**config.mk**
```make
export PLATFORM = sky130hd
export DESIGN_NAME = idv_delivery
export DESIGN_NICKNAME = d
export VERILOG_FILES = /design/src/verilog/idv_pkg.sv /design/src/verilog/idv_delivery.sv
export SDC_FILE = /design/constraint.sdc
export NUM_CORES = 1
export LEC_CHECK = 0
export ABC_CLOCK_PERIOD_IN_PS = 1950
export BUFFER_PORTS_ARGS = -buffer_cell sky130_fd_sc_hd__buf_2
export CORE_ASPECT_RATIO = 1.1
export CORE_MARGIN = 1
export CORE_UTILIZATION = 56
export DETAILED_ROUTE_END_ITERATION = 6
export GPL_TIMING_DRIVEN = 0
export PLACE_DENSITY_LB_ADDON = 0.12
export REMOVE_ABC_BUFFERS = 1
export SYNTH_ARGS = -nofsm -noshare
export SYNTH_HDL_FRONTEND = slang
export SYNTH_SLANG_ARGS = --single-unit
```
**constraint.sdc**
```tcl
create_clock -name clk_in -period 1.95 [get_ports clk_in]
set_input_delay 0.0975 -clock clk_in [delete_from_list [all_inputs] [get_ports clk_in]]
set_output_delay 0.0975 -clock clk_in [all_outputs]
set_load 0.05 [all_outputs]
```
**src/verilog/idv_pkg.sv**
```systemverilog
`default_nettype none
package idv_pkg;
  // APB byte offsets
  localparam logic [7:0] OFS_VBASE = 8'h00;
  localparam logic [7:0] OFS_DCR = 8'h04;
  localparam logic [7:0] OFS_STAT_LO = 8'h08;
  localparam logic [7:0] OFS_STAT_HI = 8'h0C;
  localparam logic [7:0] OFS_SAVE_LO = 8'h10;
  localparam logic [7:0] OFS_SAVE_HI = 8'h14;
  localparam logic [7:0] OFS_SAVE_IP = 8'h18;
  localparam logic [7:0] OFS_ISR = 8'h1C;
  localparam logic [7:0] OFS_FETCH = 8'h20;
  localparam logic [7:0] OFS_CORE = 8'h24;
  // Vector table is one 32 KiB region, so the base keeps bits 31:15 only
  localparam int VT_LSB = 15;
  // Default control register bits
  localparam int DCR_BO = 0;
  localparam int DCR_PM = 1;
  // Status word bit positions
  localparam int PSR_BO = 1;
  localparam int PSR_UP = 2;
  localparam int PSR_AC = 3;
  localparam int PSR_MFL = 4;
  localparam int PSR_MFH = 5;
  localparam int COLLECTION_ENABLE = 13;
  localparam int PSR_I = 14;
  localparam int PSR_PK = 15;
  localparam int PSR_DT = 17;
  localparam int PSR_DFL = 18;
  localparam int PSR_DFH = 19;
  localparam int PSR_SP = 20;
  localparam int PSR_PM = 21;
  localparam int PSR_DI = 22;
  localparam int PSR_SI = 23;
  localparam int PSR_DB = 24;
  localparam int PSR_LP = 25;
  localparam int PSR_TB = 26;
  localparam int PSR_RT = 27;
  localparam int PSR_CPL_LO = 32;
  localparam int PSR_CPL_HI = 33;
  localparam int PSR_IS = 34;
  localparam int PSR_MC = 35;
  localparam int INSTR_TRANSLATION_ON = 36;
  localparam int PSR_ID = 37;
  localparam int PSR_DA = 38;
  localparam int PSR_IA = 39;
  localparam int PSR_DD = 40;
  localparam int PSR_RI_LO = 41;
  localparam int PSR_RI_HI = 42;
  localparam int PSR_ED = 43;
  localparam int PSR_SS = 44;
  localparam int BANK_SELECT = 45;
  // Values after reset
  localparam logic [63:0] STAT_RST = 64'h0;
  localparam logic [31:0] WORD_RST = 32'h0;
  localparam logic [1:0] DCR_RST = 2'h0;
endpackage
`default_nettype wire

```
**src/verilog/idv_delivery.sv**
```systemverilog
// Operation
// [RQ1] Entry address is vector base plus per-interruption offset.
// [RQ2] Delivery stops at current IP, sets privilege 0, fetches entry.
// [RQ3] Vector table is one 32 KiB region; offsets stay inside it.
// [RQ4] Base is virtual when instruction translation is 1, else physical.
// [RQ5] Delivery clears external-interrupt and collection enables.
// [RQ6] Platform-management interrupt blocked while collection is 0.
// [RQ7] Delivery clears bank select; handler uses bank 0.
// [RQ8] Byte order bit loaded from default byte order.
// [RQ9] Data, stack, instruction translation and key enable kept.
// [RQ10] Both FP disable bits cleared; modified bits kept.
// [RQ11] Privileged monitor bit loaded from default control register.
// [RQ12] User monitor kept; secure monitor, intercept, timer bits cleared.
// [RQ13] Alignment check enable cleared.
// [RQ14] Breakpoint, lower-privilege, taken-branch, single-step cleared.
// [RQ15] Instruction set selector cleared to native set.
// [RQ16] Debug, access, dirty suppression and deferral bits cleared.
// [RQ17] Restart slot cleared so handler starts at slot 0.
// [RQ18] Machine-check mask kept; reset and bus init never masked.
// [RQ19] Frame load enable cleared on delivery.
// [RQ20] Status register records which shared-vector cause occurred.
// [RQ21] Handlers avoid bank-0 GR24-31 while collection is 1.
// [RQ22] With collection on, status word and slot saved.
// [RQ23] Return restores status word and fetches saved pointer.
// [RQ24] Interruption registers captured only when collection is on.
// [RQ25] All delivery updates land together in one edge.
//
// The implementer's own choices: the register addresses and the APB register port.
`timescale 1ns/1ps
`default_nettype none
module idv_delivery (
  input wire logic clk_in,
  input wire logic reset_in,
  input wire logic psel_in,
  input wire logic penable_in,
  input wire logic pwrite_in,
  input wire logic [7:0] paddr_in,
  input wire logic [31:0] pwdata_in,
  output logic [31:0] prdata_out,
  output logic pready_out,
  output logic pslverr_out,
  input wire logic deliver_in,
  input wire logic [14:0] vec_offset_in,
  input wire logic [31:0] cur_ip_in,
  input wire logic [1:0] cur_slot_in,
  input wire logic [31:0] cause_info_in,
  input wire logic rfi_in,
  input wire logic pmi_req_in,
  input wire logic mcheck_req_in,
  input wire logic bus_init_in,
  input wire logic reset_evt_in,
  output logic redirect_out,
  output logic [31:0] fetch_addr_out,
  output logic fetch_virtual_out,
  output logic [63:0] status_out,
  output logic frame_load_enable_out,
  output logic pmi_deliver_out,
  output logic abort_out
);
  logic [31:0] vbase_q;
  logic [1:0] dcr_q;
  logic [63:0] status_q;
  logic [63:0] env_d;
  logic [63:0] saved_q;
  logic [63:0] saved_d;
  logic [31:0] saved_ip_q;
  logic [31:0] isr_q;
  logic [31:0] fetch_q;
  logic redirect_q;
  logic virt_q;
  logic cfle_q;
  logic [31:0] rdata_q;
  logic err_q;
  logic wr;
  logic setup;
  logic collect;
  logic do_rfi;
  logic hit;

  assign wr = psel_in & penable_in & pwrite_in;
  assign setup = psel_in & ~penable_in;
  assign collect = status_q[idv_pkg::COLLECTION_ENABLE];
  // Delivery outranks a return arriving in the same cycle
  assign do_rfi = rfi_in & ~deliver_in;

  // Handler environment, built from the pre-delivery status word
  always_comb begin
    env_d = status_q;
    env_d[idv_pkg::PSR_BO] = dcr_q[idv_pkg::DCR_BO]; // [RQ8]
    env_d[idv_pkg::COLLECTION_ENABLE] = 1'b0; // [RQ5]
    env_d[idv_pkg::PSR_I] = 1'b0; // [RQ5]
    env_d[idv_pkg::BANK_SELECT] = 1'b0; // [RQ7]
    env_d[idv_pkg::PSR_DFL] = 1'b0; // [RQ10]
    env_d[idv_pkg::PSR_DFH] = 1'b0; // [RQ10]
    env_d[idv_pkg::PSR_PM] = dcr_q[idv_pkg::DCR_PM]; // [RQ11]
    env_d[idv_pkg::PSR_SP] = 1'b0; // [RQ12]
    env_d[idv_pkg::PSR_DI] = 1'b0; // [RQ12]
    env_d[idv_pkg::PSR_SI] = 1'b0; // [RQ12]
    env_d[idv_pkg::PSR_AC] = 1'b0; // [RQ13]
    env_d[idv_pkg::PSR_DB] = 1'b0; // [RQ14]
    env_d[idv_pkg::PSR_LP] = 1'b0; // [RQ14]
    env_d[idv_pkg::PSR_TB] = 1'b0; // [RQ14]
    env_d[idv_pkg::PSR_SS] = 1'b0; // [RQ14]
    env_d[idv_pkg::PSR_CPL_HI:idv_pkg::PSR_CPL_LO] = 2'h0; // [RQ2]
    env_d[idv_pkg::PSR_IS] = 1'b0; // [RQ15]
    env_d[idv_pkg::PSR_ID] = 1'b0; // [RQ16]
    env_d[idv_pkg::PSR_DA] = 1'b0; // [RQ16]
    env_d[idv_pkg::PSR_IA] = 1'b0; // [RQ16]
    env_d[idv_pkg::PSR_DD] = 1'b0; // [RQ16]
    env_d[idv_pkg::PSR_ED] = 1'b0; // [RQ16]
    env_d[idv_pkg::PSR_RI_HI:idv_pkg::PSR_RI_LO] = 2'h0; // [RQ17]
    // Translation, key enable, modified bits, user monitor and machine-check
    // mask pass through untouched from status_q
  end

  always_comb begin
    saved_d = status_q; // [RQ22]
    saved_d[idv_pkg::PSR_RI_HI:idv_pkg::PSR_RI_LO] = cur_slot_in; // [RQ22]
  end

  // One edge swaps the whole word, so no partial environment is visible
  always_ff @(posedge clk_in) begin
    if (reset_in) begin
      status_q <= idv_pkg::STAT_RST;
    end else if (deliver_in) begin
      status_q <= env_d; // [RQ25] [RQ9] [RQ18]
    end else if (do_rfi) begin
      status_q <= saved_q; // [RQ23]
    end else if (wr && paddr_in == idv_pkg::OFS_STAT_LO) begin
      status_q[31:0] <= pwdata_in;
    end else if (wr && paddr_in == idv_pkg::OFS_STAT_HI) begin
      status_q[63:32] <= pwdata_in;
    end
  end

  // Saved copies; hardware capture wins over a software write
  always_ff @(posedge clk_in) begin
    if (reset_in) begin
      saved_q <= idv_pkg::STAT_RST;
      saved_ip_q <= idv_pkg::WORD_RST;
      isr_q <= idv_pkg::WORD_RST;
    end else if (deliver_in && collect) begin
      saved_q <= saved_d; // [RQ22] [RQ24]
      saved_ip_q <= cur_ip_in; // [RQ2] [RQ24]
      isr_q <= cause_info_in; // [RQ20] [RQ24]
    end else if (wr && !deliver_in) begin
      if (paddr_in == idv_pkg::OFS_SAVE_LO) begin
        saved_q[31:0] <= pwdata_in;
      end
      if (paddr_in == idv_pkg::OFS_SAVE_HI) begin
        saved_q[63:32] <= pwdata_in;
      end
      if (paddr_in == idv_pkg::OFS_SAVE_IP) begin
        saved_ip_q <= pwdata_in;
      end
    end
  end

  // Fetch redirection
  always_ff @(posedge clk_in) begin
    if (reset_in) begin
      fetch_q <= idv_pkg::WORD_RST;
      redirect_q <= 1'b0;
      virt_q <= 1'b0;
    end else if (deliver_in) begin
      fetch_q <= {vbase_q[31:idv_pkg::VT_LSB], vec_offset_in}; // [RQ1] [RQ3]
      redirect_q <= 1'b1; // [RQ2]
      virt_q <= status_q[idv_pkg::INSTR_TRANSLATION_ON]; // [RQ4]
    end else if (do_rfi) begin
      fetch_q <= saved_ip_q; // [RQ23]
      redirect_q <= 1'b1;
      virt_q <= saved_q[idv_pkg::INSTR_TRANSLATION_ON];
    end else begin
      redirect_q <= 1'b0;
    end
  end

  // Control registers owned by software
  always_ff @(posedge clk_in) begin
    if (reset_in) begin
      vbase_q <= idv_pkg::WORD_RST;
      dcr_q <= idv_pkg::DCR_RST;
    end else if (wr) begin
      if (paddr_in == idv_pkg::OFS_VBASE) begin
        // Low bits read zero: the table is aligned to its own size
        vbase_q <= {pwdata_in[31:idv_pkg::VT_LSB], 15'h0000}; // [RQ3]
      end
      if (paddr_in == idv_pkg::OFS_DCR) begin
        dcr_q <= pwdata_in[1:0];
      end
    end
  end

  always_ff @(posedge clk_in) begin
    if (reset_in) begin
      cfle_q <= 1'b0;
    end else if (deliver_in) begin
      cfle_q <= 1'b0; // [RQ19]
    end else if (wr && paddr_in == idv_pkg::OFS_CORE) begin
      cfle_q <= pwdata_in[0];
    end
  end

  // Firmware-level events; platform-management gated by collection, machine check by its mask
  assign pmi_deliver_out = pmi_req_in & collect; // [RQ6]
  assign abort_out = reset_evt_in | bus_init_in |
                     (mcheck_req_in & ~status_q[idv_pkg::PSR_MC]); // [RQ18]

  always_comb begin
    hit = 1'b1;
    unique case (paddr_in)
      idv_pkg::OFS_VBASE, idv_pkg::OFS_DCR, idv_pkg::OFS_STAT_LO,
      idv_pkg::OFS_STAT_HI, idv_pkg::OFS_SAVE_LO, idv_pkg::OFS_SAVE_HI,
      idv_pkg::OFS_SAVE_IP, idv_pkg::OFS_ISR, idv_pkg::OFS_FETCH,
      idv_pkg::OFS_CORE: hit = 1'b1;
      default: hit = 1'b0;
    endcase
  end

  // Read data is latched in the setup cycle, so access needs no wait
  always_ff @(posedge clk_in) begin
    if (reset_in) begin
      rdata_q <= idv_pkg::WORD_RST;
      err_q <= 1'b0;
    end else if (setup) begin
      err_q <= ~hit;
      unique case (paddr_in)
        idv_pkg::OFS_VBASE: rdata_q <= vbase_q;
        idv_pkg::OFS_DCR: rdata_q <= {30'h0, dcr_q};
        idv_pkg::OFS_STAT_LO: rdata_q <= status_q[31:0];
        idv_pkg::OFS_STAT_HI: rdata_q <= status_q[63:32];
        idv_pkg::OFS_SAVE_LO: rdata_q <= saved_q[31:0];
        idv_pkg::OFS_SAVE_HI: rdata_q <= saved_q[63:32];
        idv_pkg::OFS_SAVE_IP: rdata_q <= saved_ip_q;
        idv_pkg::OFS_ISR: rdata_q <= isr_q;
        idv_pkg::OFS_FETCH: rdata_q <= fetch_q;
        idv_pkg::OFS_CORE: rdata_q <= {30'h0, virt_q, cfle_q};
        default: rdata_q <= idv_pkg::WORD_RST;
      endcase
    end
  end

  assign prdata_out = rdata_q;
  assign pready_out = 1'b1;
  assign pslverr_out = psel_in & penable_in & err_q;
  assign redirect_out = redirect_q;
  assign fetch_addr_out = fetch_q;
  assign fetch_virtual_out = virt_q;
  assign status_out = status_q;
  assign frame_load_enable_out = cfle_q;

  // Delivery and return checks sample the edge after the triggering cycle, when the whole new
  // environment is already visible on the outputs
  a_entry_addr: assert property (@(posedge clk_in) disable iff (reset_in) // [RQ1]
    deliver_in |=> redirect_out && fetch_addr_out ==
      {$past(vbase_q[31:idv_pkg::VT_LSB]), $past(vec_offset_in)})
    else $error("entry address wrong");

  a_base_align: assert property (@(posedge clk_in) disable iff (reset_in) // [RQ3]
    vbase_q[idv_pkg::VT_LSB-1:0] == 15'h0000)
    else $error("vector base not aligned to table size");

  a_priv_zero: assert property (@(posedge clk_in) disable iff (reset_in) // [RQ2]
    deliver_in |=> status_q[idv_pkg::PSR_CPL_HI:idv_pkg::PSR_CPL_LO] == 2'h0
      && saved_ip_q == ($past(collect) ? $past(cur_ip_in) : $past(saved_ip_q)))
    else $error("privilege or saved pointer wrong");

  a_redirect_src: assert property (@(posedge clk_in) disable iff (reset_in) // [RQ2]
    !deliver_in && !do_rfi |=> !redirect_out)
    else $error("redirect without a cause");

  a_virt_flag: assert property (@(posedge clk_in) disable iff (reset_in) // [RQ4]
    deliver_in |=> fetch_virtual_out == $past(status_q[idv_pkg::INSTR_TRANSLATION_ON]))
    else $error("translation mode of base wrong");

  a_enables_off: assert property (@(posedge clk_in) disable iff (reset_in) // [RQ5]
    deliver_in |=> !status_q[idv_pkg::COLLECTION_ENABLE] && !status_q[idv_pkg::PSR_I]
      && !status_q[idv_pkg::BANK_SELECT])
    else $error("enables not cleared");

  a_pmi_block: assert property (@(posedge clk_in) disable iff (reset_in) // [RQ6]
    pmi_deliver_out |-> status_q[idv_pkg::COLLECTION_ENABLE])
    else $error("pmi passed while collection off");

  a_pmi_pass: assert property (@(posedge clk_in) disable iff (reset_in) // [RQ6]
    pmi_req_in && collect |-> pmi_deliver_out)
    else $error("pmi held while collection on");

  a_bank_zero: assert property (@(posedge clk_in) disable iff (reset_in) // [RQ7]
    deliver_in |=> !status_q[idv_pkg::BANK_SELECT])
    else $error("bank select not cleared");

  a_dcr_copy: assert property (@(posedge clk_in) disable iff (reset_in) // [RQ8]
    deliver_in |=> status_q[idv_pkg::PSR_BO] == $past(dcr_q[idv_pkg::DCR_BO])
      && status_q[idv_pkg::PSR_PM] == $past(dcr_q[idv_pkg::DCR_PM]))
    else $error("default bits not loaded");

  a_bits_kept: assert property (@(posedge clk_in) disable iff (reset_in) // [RQ9]
    deliver_in |=> status_q[idv_pkg::INSTR_TRANSLATION_ON] == $past(status_q[idv_pkg::INSTR_TRANSLATION_ON])
      && status_q[idv_pkg::PSR_DT] == $past(status_q[idv_pkg::PSR_DT])
      && status_q[idv_pkg::PSR_MC] == $past(status_q[idv_pkg::PSR_MC]))
    else $error("kept bits changed");

  a_keys_kept: assert property (@(posedge clk_in) disable iff (reset_in) // [RQ9]
    deliver_in |=> status_q[idv_pkg::PSR_PK] == $past(status_q[idv_pkg::PSR_PK])
      && status_q[idv_pkg::PSR_RT] == $past(status_q[idv_pkg::PSR_RT]))
    else $error("key or stack translation changed");

  a_fp_open: assert property (@(posedge clk_in) disable iff (reset_in) // [RQ10]
    deliver_in |=> !status_q[idv_pkg::PSR_DFL] && !status_q[idv_pkg::PSR_DFH]
      && status_q[idv_pkg::PSR_MFL] == $past(status_q[idv_pkg::PSR_MFL])
      && status_q[idv_pkg::PSR_MFH] == $past(status_q[idv_pkg::PSR_MFH]))
    else $error("floating-point bits wrong");

  a_pm_copy: assert property (@(posedge clk_in) disable iff (reset_in) // [RQ11]
    deliver_in |=> status_q[idv_pkg::PSR_PM] == $past(dcr_q[idv_pkg::DCR_PM]))
    else $error("privileged monitor not loaded");

  a_monitor_bits: assert property (@(posedge clk_in) disable iff (reset_in) // [RQ12]
    deliver_in |=> status_q[idv_pkg::PSR_UP] == $past(status_q[idv_pkg::PSR_UP])
      && !status_q[idv_pkg::PSR_SP] && !status_q[idv_pkg::PSR_DI]
      && !status_q[idv_pkg::PSR_SI])
    else $error("monitor or timer bits wrong");

  a_align_off: assert property (@(posedge clk_in) disable iff (reset_in) // [RQ13]
    deliver_in |=> !status_q[idv_pkg::PSR_AC])
    else $error("alignment check left on");

  a_traps_off: assert property (@(posedge clk_in) disable iff (reset_in) // [RQ14]
    deliver_in |=> !status_q[idv_pkg::PSR_DB] && !status_q[idv_pkg::PSR_LP]
      && !status_q[idv_pkg::PSR_TB] && !status_q[idv_pkg::PSR_SS])
    else $error("debug or trap enable left on");

  a_native_set: assert property (@(posedge clk_in) disable iff (reset_in) // [RQ15]
    deliver_in |=> !status_q[idv_pkg::PSR_IS])
    else $error("instruction set not native");

  a_suppress_off: assert property (@(posedge clk_in) disable iff (reset_in) // [RQ16]
    deliver_in |=> !status_q[idv_pkg::PSR_ID] && !status_q[idv_pkg::PSR_DA]
      && !status_q[idv_pkg::PSR_IA] && !status_q[idv_pkg::PSR_DD]
      && !status_q[idv_pkg::PSR_ED])
    else $error("suppression or deferral left on");

  a_slot_zero: assert property (@(posedge clk_in) disable iff (reset_in) // [RQ17]
    deliver_in |=> status_q[idv_pkg::PSR_RI_HI:idv_pkg::PSR_RI_LO] == 2'h0)
    else $error("restart slot not cleared");

  a_mask_kept: assert property (@(posedge clk_in) disable iff (reset_in) // [RQ18]
    deliver_in |=> status_q[idv_pkg::PSR_MC] == $past(status_q[idv_pkg::PSR_MC]))
    else $error("machine-check mask changed");

  a_abort_unmask: assert property (@(posedge clk_in) disable iff (reset_in) // [RQ18]
    bus_init_in || reset_evt_in |-> abort_out)
    else $error("reset or bus init masked");

  a_mcheck_open: assert property (@(posedge clk_in) disable iff (reset_in) // [RQ18]
    mcheck_req_in && !status_q[idv_pkg::PSR_MC] |-> abort_out)
    else $error("unmasked machine check dropped");

  a_cfle_clear: assert property (@(posedge clk_in) disable iff (reset_in) // [RQ19]
    deliver_in |=> !frame_load_enable_out
      && status_q[idv_pkg::PSR_RI_HI:idv_pkg::PSR_RI_LO] == 2'h0)
    else $error("frame load or slot not cleared");

  a_cause_save: assert property (@(posedge clk_in) disable iff (reset_in) // [RQ20]
    deliver_in && collect |=> isr_q == $past(cause_info_in))
    else $error("cause not recorded");

  a_save_word: assert property (@(posedge clk_in) disable iff (reset_in) // [RQ22]
    deliver_in && collect |=> saved_q[idv_pkg::PSR_RI_HI:idv_pkg::PSR_RI_LO]
      == $past(cur_slot_in) && saved_q[idv_pkg::COLLECTION_ENABLE])
    else $error("saved status wrong");

  a_rfi_back: assert property (@(posedge clk_in) disable iff (reset_in) // [RQ23]
    do_rfi |=> status_q == $past(saved_q) && redirect_out
      && fetch_addr_out == $past(saved_ip_q))
    else $error("return did not restore");

  a_rfi_virt: assert property (@(posedge clk_in) disable iff (reset_in) // [RQ23]
    do_rfi |=> fetch_virtual_out == $past(saved_q[idv_pkg::INSTR_TRANSLATION_ON]))
    else $error("return translation mode wrong");

  a_save_only: assert property (@(posedge clk_in) disable iff (reset_in) // [RQ24]
    deliver_in && !collect |=> $stable(saved_q) && $stable(isr_q))
    else $error("capture with collection off");
endmodule // idv_delivery
`default_nettype wire

```
# ---- Yosys cells after proc, flatten, opt, wreduce, memory -nomap -nowiden
# Index checks and enable logic that the tools add are counted.
dict set report totals {
  regBits 279
  in_bits 132
  word_cells 85
}
dict set report classes {
  eq_ne 10
  mux 20
  bitwise_logic 13
  n_reduce_logical 25
}
# operator n
set ops {}
lappend ops {{$mux 32} 10}
lappend ops {{$pmux 32 s10} 1}
lappend ops {{$mux 64} 3}
lappend ops {{$eq 8x5->1 const B} 4}
lappend ops {{$mux 22} 1}
lappend ops {{$eq 8x4->1 const B} 2}
lappend ops {{$eq 8x6->1 const B} 2}
lappend ops {{$reduce_and 2->1} 7}
lappend ops {{$reduce_bool 2->1} 7}
lappend ops {{$reduce_or 10->1} 1}
lappend ops {{$eq 8x3->1 const B} 1}
lappend ops {{$logic_not 8->1} 1}
lappend ops {{$and 1x1->1} 7}
lappend ops {{$logic_and 1x1->1} 5}
lappend ops {{$mux 1} 5}
lappend ops {{$not 1->1} 4}
lappend ops {{$reduce_and 3->1} 1}
lappend ops {{$reduce_bool 3->1} 1}
lappend ops {{$ne 2x2->1 const B} 1}
lappend ops {{$or 1x1->1} 2}
lappend ops {{$reduce_or 2->1} 1}
lappend ops {{$logic_not 1->1} 1}

# ---- Depth between registers and ports, before layout
# Gate-level depths: netlist of the first run.
dict set report logic_depth {
  ltp_word 7
  mapped_depth 8
  depth_no_buf 5
}

# ---- Least setup slack after synthesis of the first run
# Ideal clock, no wire load.
dict set report synth_path {
  path_kind {input to register}
  from {input port paddr_in[1]}
  to {register saved_ip_q[20]}
  setup_time_ps 86
  t_arrival_ps 1707
  t_required_ps 1864
  setup_slack_ps 157
  path_stages 7
  n_path_buf 2
  cell_sequence {buf_2 or4b_1 nor2_2 nand2_2 buf_6 mux2i_1 a211oi_1}
}
dict set report synth_via {
  elab_chain_len 3
}
# element line_no
set synth_rtl {}
lappend synth_rtl {{start: declaration} idv_delivery.sv:37} ;# input wire logic [7:0] paddr_in,
lappend synth_rtl {{$eq 8x5->1} idv_delivery.sv:153} ;# if (paddr_in == idv_pkg::OFS_SAVE_IP) begin
lappend synth_rtl {{$reduce_bool 2->1 (no source line)} n/a}
lappend synth_rtl {{$reduce_and 2->1 (no source line)} n/a}
lappend synth_rtl {{end signal: assignment} idv_delivery.sv:140} ;# saved_ip_q <= idv_pkg::WORD_RST;
lappend synth_rtl {{end signal: assignment} idv_delivery.sv:144} ;# saved_ip_q <= cur_ip_in;
lappend synth_rtl {{end signal: assignment} idv_delivery.sv:154} ;# saved_ip_q <= pwdata_in;
lappend synth_rtl {{end: declaration} idv_delivery.sv:66} ;# logic [31:0] saved_ip_q;
# No other way between the ends.
# A chain may end at the register's enable or synchronous reset.

# ---- Final worst setup path of the first run
dict set report layout_path {
  from {input port paddr_in[5]}
  to {register rdata_q[20] (netlist: prdata_out[20])}
}
dict set report layout_via {
  elab_chain_len 2
}
# element line_no
set layout_rtl {}
lappend layout_rtl {{$eq 8x6->1 (tied with other cells)} idv_delivery.sv:227} ;# unique case (paddr_in)
lappend layout_rtl {{$pmux 32 s10 (*)} idv_delivery.sv:227}
lappend layout_rtl {{end signal: assignment} idv_delivery.sv:228} ;# idv_pkg::OFS_VBASE: rdata_q <= vbase_q;
lappend layout_rtl {{end signal: assignment} idv_delivery.sv:229} ;# idv_pkg::OFS_DCR: rdata_q <= {30'h0, dcr_q};
lappend layout_rtl {{end signal: assignment} idv_delivery.sv:230} ;# idv_pkg::OFS_STAT_LO: rdata_q <= status_q[31:0];
lappend layout_rtl {{end: declaration} idv_delivery.sv:72} ;# logic [31:0] rdata_q;
# Every way passes the cells marked *; elsewhere a longest branch is shown, timed or not.

==> flow_summary_export.csv, run 1 <==
group,metric,value,unit
die,die_area,24460,sq um
sta,fin_crit,1.920,ns
cells_and_area,finish.utilization,0.7487,
setup_path,r2r_start,"status_out[13]$_SDFFE_PP0P_",
hold_path,holdCritPathClass,"primary input to register",
synth,synthesis.area,13350,sq um
power,p_switching,0.003578,W
job,max_cap_violations,0,
synth,synth-main-ff-cell,"dfxtp_1",
synth,synth.most_common_cell,"dfxtp_1",
synth,ys_warn_count,0,
synth,synth_common_cells,"279 x dfxtp_1, 251 x nand2_1, 229 x nor2_1, 153 x mux2i_1, 134 x a21oi_1",
synth,syn_inst,1589,
setup_path,r2r-end,"isr_q[20]$_SDFFE_PP0P_",
setup_path,r2r_slack,0.09,ns
cts,clockBufferDepth,3,
outcome,failed_checks,"hold timing",
cts,cts_tree,"yes",
routing,drt_iter0_markers,1690,
setup_path,crit_path_end_kind,"register",
setup_path,critPathMaxFanout,15,
routing,routedWlPerCell,22.81,um
synth,ys_ff_latch,279,
cells_and_area,multi_input_area,7365,sq um
synth,synth_area_leaders,"dfxtp_1 42%, mux2i_1 11%, nand2_1 7.1%",
setup_path,crit_arrival,2.42,ns
sta,rsz0062_at_grt,"true",
setup_path,critical-path-top-delay-family,"simple AND/OR/NAND/NOR gates",
setup_path,r2r_cells,3,
setup_path,critPathKind,"primary input to register",
routing,first_pass_iters,7,
sta,worst_hold_slack,-0.02283,ns
global_route,grt_antenna_before_repair,1,
placement,placed_cells,2026,
die,die_x,149.2,um
setup_path,path_cells,"buf_2, or4b_4, nor3_4, buf_8, a222oi_1, a21oi_1, a21o_1",
cts,cts_root_buf,"clkbuf_16",
hold_path,min_to,"isr_q[16]$_SDFFE_PP0P_",
hold_path,min_from,"reset_in",
sta,clock_skew,0.007087,ns
cells_and_area,drive_above_1_share,0.2063,
setup_path,critPathSlowestCell,"nor3_4",
placement,dpl.hpwl,28740,um
routing,drc_errors,0,
sta,relSlewSlack,0.3540,
sta,fin_crit_sh,0.9846,
cts,path_clk_slew,0.06,ns
routing,wirelength,50400,um
power,p_comb_frac,0.126,
synth,syn_area_per_cell,8.402,sq um
cells_and_area,n_fill_cell,1709,
synth,synth-seq-area-share,0.4183,
sta,setup_viol,0,
sta,timing.final.hold_violations,3,
synth,async_reset_ff_frac,0,
global_route,gr-total-overflow,0,
synth,yosys.area.top_type,"dfxtp_1",
hold_path,hold_depth,2,
setup_path,cp-start-kind,"primary input",
die,core,23150,sq um
cts,clock_tree.htree_level_count,1,
setup_path,max_stage_delay,0.73,ns
synth,synth_edf_count,0,
cells_and_area,area_growth,29.82,%
power,switching_share,0.2655,
placement,globalplace.congestion,0.8807,
synth,ys_types,58,
power,seqPwrFrac,0.444,
power,powerDensity,777.4,nW/um^2
power,pwr-share-clk,0.430,
setup_path,critPathBufInv,2,
global_route,grt_pass1_wl,75710,um
global_route,grt_max_degree,149,
cells_and_area,design_area,17330,sq um
routing,final_antenna_net_count,0,
cts,cts.sinks,279,
cts,worstSkewPairLatency,0.55,ns
sta,fmax,0.5208,GHz
placement,io_buffer_count,265,
cells_and_area,regArea,5585,sq um
sta,max_slew.worst_pin.slew,0.9690,ns
cells_and_area,nNetsFinal,2022,
power,leakagePower,7.290,nW
power,vdd_drop_max,0.0007192,V
routing,drt-vias-per-instance,6.390,
power,intPower,0.009896,W
global_route,grt_pass1_vias,13400,
setup_path,required,2.45,ns
outcome,status,"complete, but fails checks",
die,rows,58,
die,io_pins,267,
die,initial_core_util,0.5767,
sta,drv_slew,0,
cells_and_area,antennaDiodeCount,0,
die,fp.dieH,163.9,um
cells_and_area,final_cells,2210,
cts,numCtsBuffers,30,
global_route,grtUsageTotal,0.4024,
routing,vias,14120,
placement,placed_cell_area,14900,sq um
synth,netlist.area_leader.share,0.4183,
area by class of cell:
cell class | count | share of cell area
inverter | 2 | 0.0004331
sequential | 279 | 0.3222
multi-input combinational | 1165 | 0.4249
clock buffer | 46 | 0.05262
tap | 300 | 0.02166
timing repair buffer | 412 | 0.1734
clock inverter | 6 | 0.004764
layer usage:
layer,GRT usage,part of all wire,vias to the layer above
met2,0.6328,0.44,966
met4,0.2231,0.055,2
li1,-,-,6325
met5,0,0.00026,-
met3,0.06639,0.11,215
met1,0.5252,0.39,6615
cell families (layout without fill, tap and decap cells):
family | Yosys count | count (layout) | share of synthesized area
buffers and inverters | 147 | 466 | 0.04770
other | 1 | 1 | 0.0002809
DFF | 279 | 279 | 0.4183
AOI/OAI and AO/OA | 429 | 429 | 0.2154
muxes | 176 | 176 | 0.1425
and+or+nand+nor | 557 | 559 | 0.1758
flip-flops by register name, summed over array words and instances, names as in the netlist:
register	flops
dcr_q	2
err_q	1
fetch_addr_out	32
fetch_virtual_out	1
frame_load_enable_out	1
isr_q	32
prdata_out	32
redirect_out	1
saved_ip_q	32
saved_q	64
status_out	64
vbase_q	17
worst max path at each step:
stage,startpoint,to,depth (start not counted)
6_report,paddr_in[5],prdata_out[20]$_SDFFE_PP0P_,7
5_1_grt,paddr_in[3],status_out[8]$_SDFFE_PP0P_,7
4_1_cts,paddr_in[3],status_out[8]$_SDFFE_PP0P_,7
3_5_place_dp,paddr_in[4],saved_q[50]$_SDFFE_PP0P_,6
3_3_place_gp,deliver_in,saved_ip_q[5]$_SDFFE_PP0P_,4
2_1_floorplan,status_out[13]$_SDFFE_PP0P_,saved_q[32]$_SDFFE_PP0P_,2
worst register-to-register path: stages (launching register included):
cell	delay [ns]
dfxtp_1	0.52
and2_2	0.85
nand2_1	0.24
a21oi_1	0.16
cell usage in the layout (no fill, tap or decap), types with 6 or more instances in the layout:
cell           synthesis  routed
a222oi_1              12      12
and2_1                16      12
mux4_2                10      10
a311oi_1              57      57
o21ai_0               57      57
mux2i_1              153     153
a22oi_1               24      24
clkbuf_1              94       7
dfxtp_1              279     279
nand2_1              251     249
buf_8                  0       8
a221oi_1               6       6
buf_4                  4       7
buf_16                 0       7
clkbuf_8               0       8
dlygate4sd3_1          0     126
mux2_2                13      13
a32oi_1               10      10
o22ai_1                6       6
nand3_1               13      11
buf_2                 32     259
a211oi_1              82      82
a21oi_1              134     134
nor2_1               229     222
clkbuf_16              0      31
a22o_1                15      15
nor3_1                 9       9
o21ai_1                6       6
metrics by stage:
step	setup WS, ns	power, W	TNS, ns
final	0.02997	0.01347	0
after global routing	-0.02924	0.01380	-0.02924
after CTS	-0.009203	0.01341	-0.01031
after detailed placement	-2.260	0.007544	-296.30
after global placement	-6.312	0.007482	-1265.87
after floorplan	-2.635	0.006815	-369.91
repair_timing:
item	CTS	global route
cloned	1	1
pin swaps	2	3
endpoints found under the hold margin	218	0
endpoints found under the setup margin	209	79
hold buffers	126	0
resized for setup	23	9
buffers inserted	2	2
power by group through the flow:
stage	sequential, W	combinational [W]	clock (W)
floorplan	0.00637	0.000450	0
global placement	0.00609	0.00139	0
detailed placement	0.00610	0.00145	0
CTS	0.00597	0.00165	0.00579
global route	0.00599	0.00179	0.00602
finish	0.00598	0.00170	0.00579
No activity file was read; power rests on OpenSTA's default activity.
==> run 2, diff against run 1 <==
==> constraint.sdc (replaced) <==
create_clock -name clk_in -period 1.95 [get_ports clk_in]
set_input_delay 0 -clock clk_in [delete_from_list [all_inputs] [get_ports clk_in]]
set_output_delay 0 -clock clk_in [all_outputs]
set_load 0.05 [all_outputs]
==> flow_summary_export.csv, run 2 (synthesized netlist as in run 1, its figures left out) <==
group,metric,value,unit
outcome,status,"complete, but fails checks",
outcome,failed_checks,"DRC",
global_route,grt_antenna_before_repair,0,
setup_path,r2r_start,"status_out[13]$_SDFFE_PP0P_",
power,leakagePower,7.289,nW
cells_and_area,antennaDiodeCount,0,
setup_path,critPathKind,"primary input to register",
cts,clockBufferDepth,3,
hold_path,min_from,"paddr_in[4]",
power,intPower,0.009904,W
routing,drt_iter0_markers,1754,
global_route,grt_pass1_wl,76620,um
cts,clock_tree.htree_level_count,1,
setup_path,path_cells,"buf_4, buf_16, or4b_4, nor2_4, nand2_4, buf_12, mux2i_1, a211oi_1",
power,power.total,0.01351,W
global_route,gr-total-overflow,0,
sta,clock_skew,0.01070,ns
setup_path,crit_arrival,2.38,ns
die,core,23150,sq um
cts,cts_tree,"yes",
routing,final_antenna_net_count,0,
sta,fin_crit,1.919,ns
power,p_switching,0.003609,W
sta,max_slew.worst_pin.slew,1.120,ns
routing,vias,14240,
routing,routedWlPerCell,23.19,um
sta,timing.final.hold_violations,0,
setup_path,crit_path_end_kind,"register",
setup_path,required,2.41,ns
cells_and_area,area_growth,29.75,%
sta,setup_viol,0,
die,fp.dieH,163.9,um
placement,globalplace.congestion,0.8807,
hold_path,hold_depth,4,
sta,fmax,0.5211,GHz
setup_path,critPathMaxFanout,63,
power,seqPwrFrac,0.443,
cts,worstSkewPairLatency,0.56,ns
sta,rsz0062_at_grt,"true",
setup_path,r2r-end,"isr_q[31]$_SDFFE_PP0P_",
cts,path_clk_slew,0.06,ns
hold_path,holdCritPathClass,"primary input to register",
cts,cts.sinks,279,
sta,relSlewSlack,0.2517,
setup_path,max_stage_delay,0.64,ns
placement,io_buffer_count,265,
cells_and_area,drive_above_1_share,0.2052,
power,powerDensity,780.0,nW/um^2
cells_and_area,layout_common_cells,"278 x dfxtp_1, 259 x buf_2, 249 x nand2_1",
power,switching_share,0.2671,
hold_path,min_to,"prdata_out[12]$_SDFFE_PP0P_",
global_route,met3_usage,0.07917,
setup_path,cp-start-kind,"primary input",
die,die_x,149.2,um
sta,drv_slew,0,
placement,dpl.hpwl,28740,um
routing,first_pass_iters,7,
die,initial_core_util,0.5767,
cts,numCtsBuffers,30,
setup_path,r2r_slack,0.07,ns
global_route,busiest_layer,"met2",
die,rows,58,
cts,cts_root_buf,"clkbuf_16",
sta,fin_crit_sh,0.9842,
global_route,grt_util_met2,0.6455,
global_route,grtUsageTotal,0.4080,
job,max_cap_violations,0,
global_route,grt_pass1_vias,13570,
global_route,use_met1,0.5231,
die,die_area,24460,sq um
routing,wirelength,51260,um
cells_and_area,final_common_cell,"dfxtp_1",
power,vdd_drop_max,0.0007194,V
die,io_pins,267,
routing,drt-vias-per-instance,6.443,
power,pwr-share-clk,0.430,
global_route,grt_max_degree,149,
power,p_comb_frac,0.128,
cells_and_area,final_cells,2210,
setup_path,critPathSlowestCell,"or4b_4",
routing,drc_errors,4,
placement,placed_cells,2026,
cells_and_area,nNetsFinal,2022,
setup_path,r2r_cells,3,
[run 2: changes by cell type in the layout (fill, tap and decap cells not counted), sizes merged]
cell         delta
dlygate4sd3     -1
buf             +1
[run 2: power groups by stage]
stage / combinational (W) / clock, W / sequential (W)
2_1_floorplan: 0.000450 / 0 / 0.00637
3_3_place_gp: 0.00139 / 0 / 0.00609
3_5_place_dp: 0.00145 / 0 / 0.00610
4_1_cts: 0.00167 / 0.00579 / 0.00597
5_1_grt: 0.00180 / 0.00602 / 0.00599
6_report: 0.00172 / 0.00581 / 0.00598
[run 2: worst max-delay path by stage]
stage	startpoint	to	slack (ns)	cells after the start
final	paddr_in[2]	saved_ip_q[26]$_SDFFE_PP0P_	0.03	8
after global routing	paddr_in[5]	status_out[8]$_SDFFE_PP0P_	-0.04	7
after CTS	paddr_in[2]	saved_q[4]$_SDFFE_PP0P_	0.004	7
after detailed placement	paddr_in[4]	saved_q[50]$_SDFFE_PP0P_	-2.16	6
after global placement	deliver_in	saved_ip_q[5]$_SDFFE_PP0P_	-6.21	4
after floorplan	status_out[13]$_SDFFE_PP0P_	saved_q[32]$_SDFFE_PP0P_	-2.63	2
[run 2: worst max-delay path, delay by kind of cell]
kind,cells,cell delay [ns]
mux,1,0.13
compound gates,1,0.24
buf+inv,3,0.68
simple gates,3,1.25
[run 2: cell type report]
class / count / area, sq um
Timing Repair Buffer: 412 / 3023
Tap cell: 300 / 375.4
Sequential cell: 279 / 5587
Clock inverter: 6 / 82.58
Clock buffer: 46 / 912.1
Multi-Input combinational cell: 1165 / 7337
Inverter: 2 / 7.507
Fill cell: 1716 / 5826
[run 2: per-layer routing]
layer	part of all wire	vias up
met4	0.054	0
met3	0.12	213
met1	0.38	6685
li1	-	6326
met5	0	-
met2	0.45	1015
[run 2: stage by stage]
step	hold WS, ns	area [sq um]	util	setup slack (ns)	setup TNS [ns]
final	0.008472	17320	0.7484	0.03091	0
after CTS	0.009205	17270	0.7460	0.003505	0
after floorplan	0.06907	12720	-	-2.635	-362.29
after global placement	0.2276	14420	0.6231	-6.214	-1238.67
after detailed placement	0.2381	14900	0.6435	-2.163	-273.14
after global routing	0.007449	17320	0.7484	-0.04346	-0.04346
[run 2: timing repair]
action / 4_1_cts / 5_1_grt
endpoints found under the setup margin: 204 / 70
hold buffers: 129 / 0
pin swaps: 0 / 2
hold endpoints to repair: 235 / 0
buffers inserted: 1 / 3
gates resized for setup: 17 / 8
gates cloned: 0 / 2
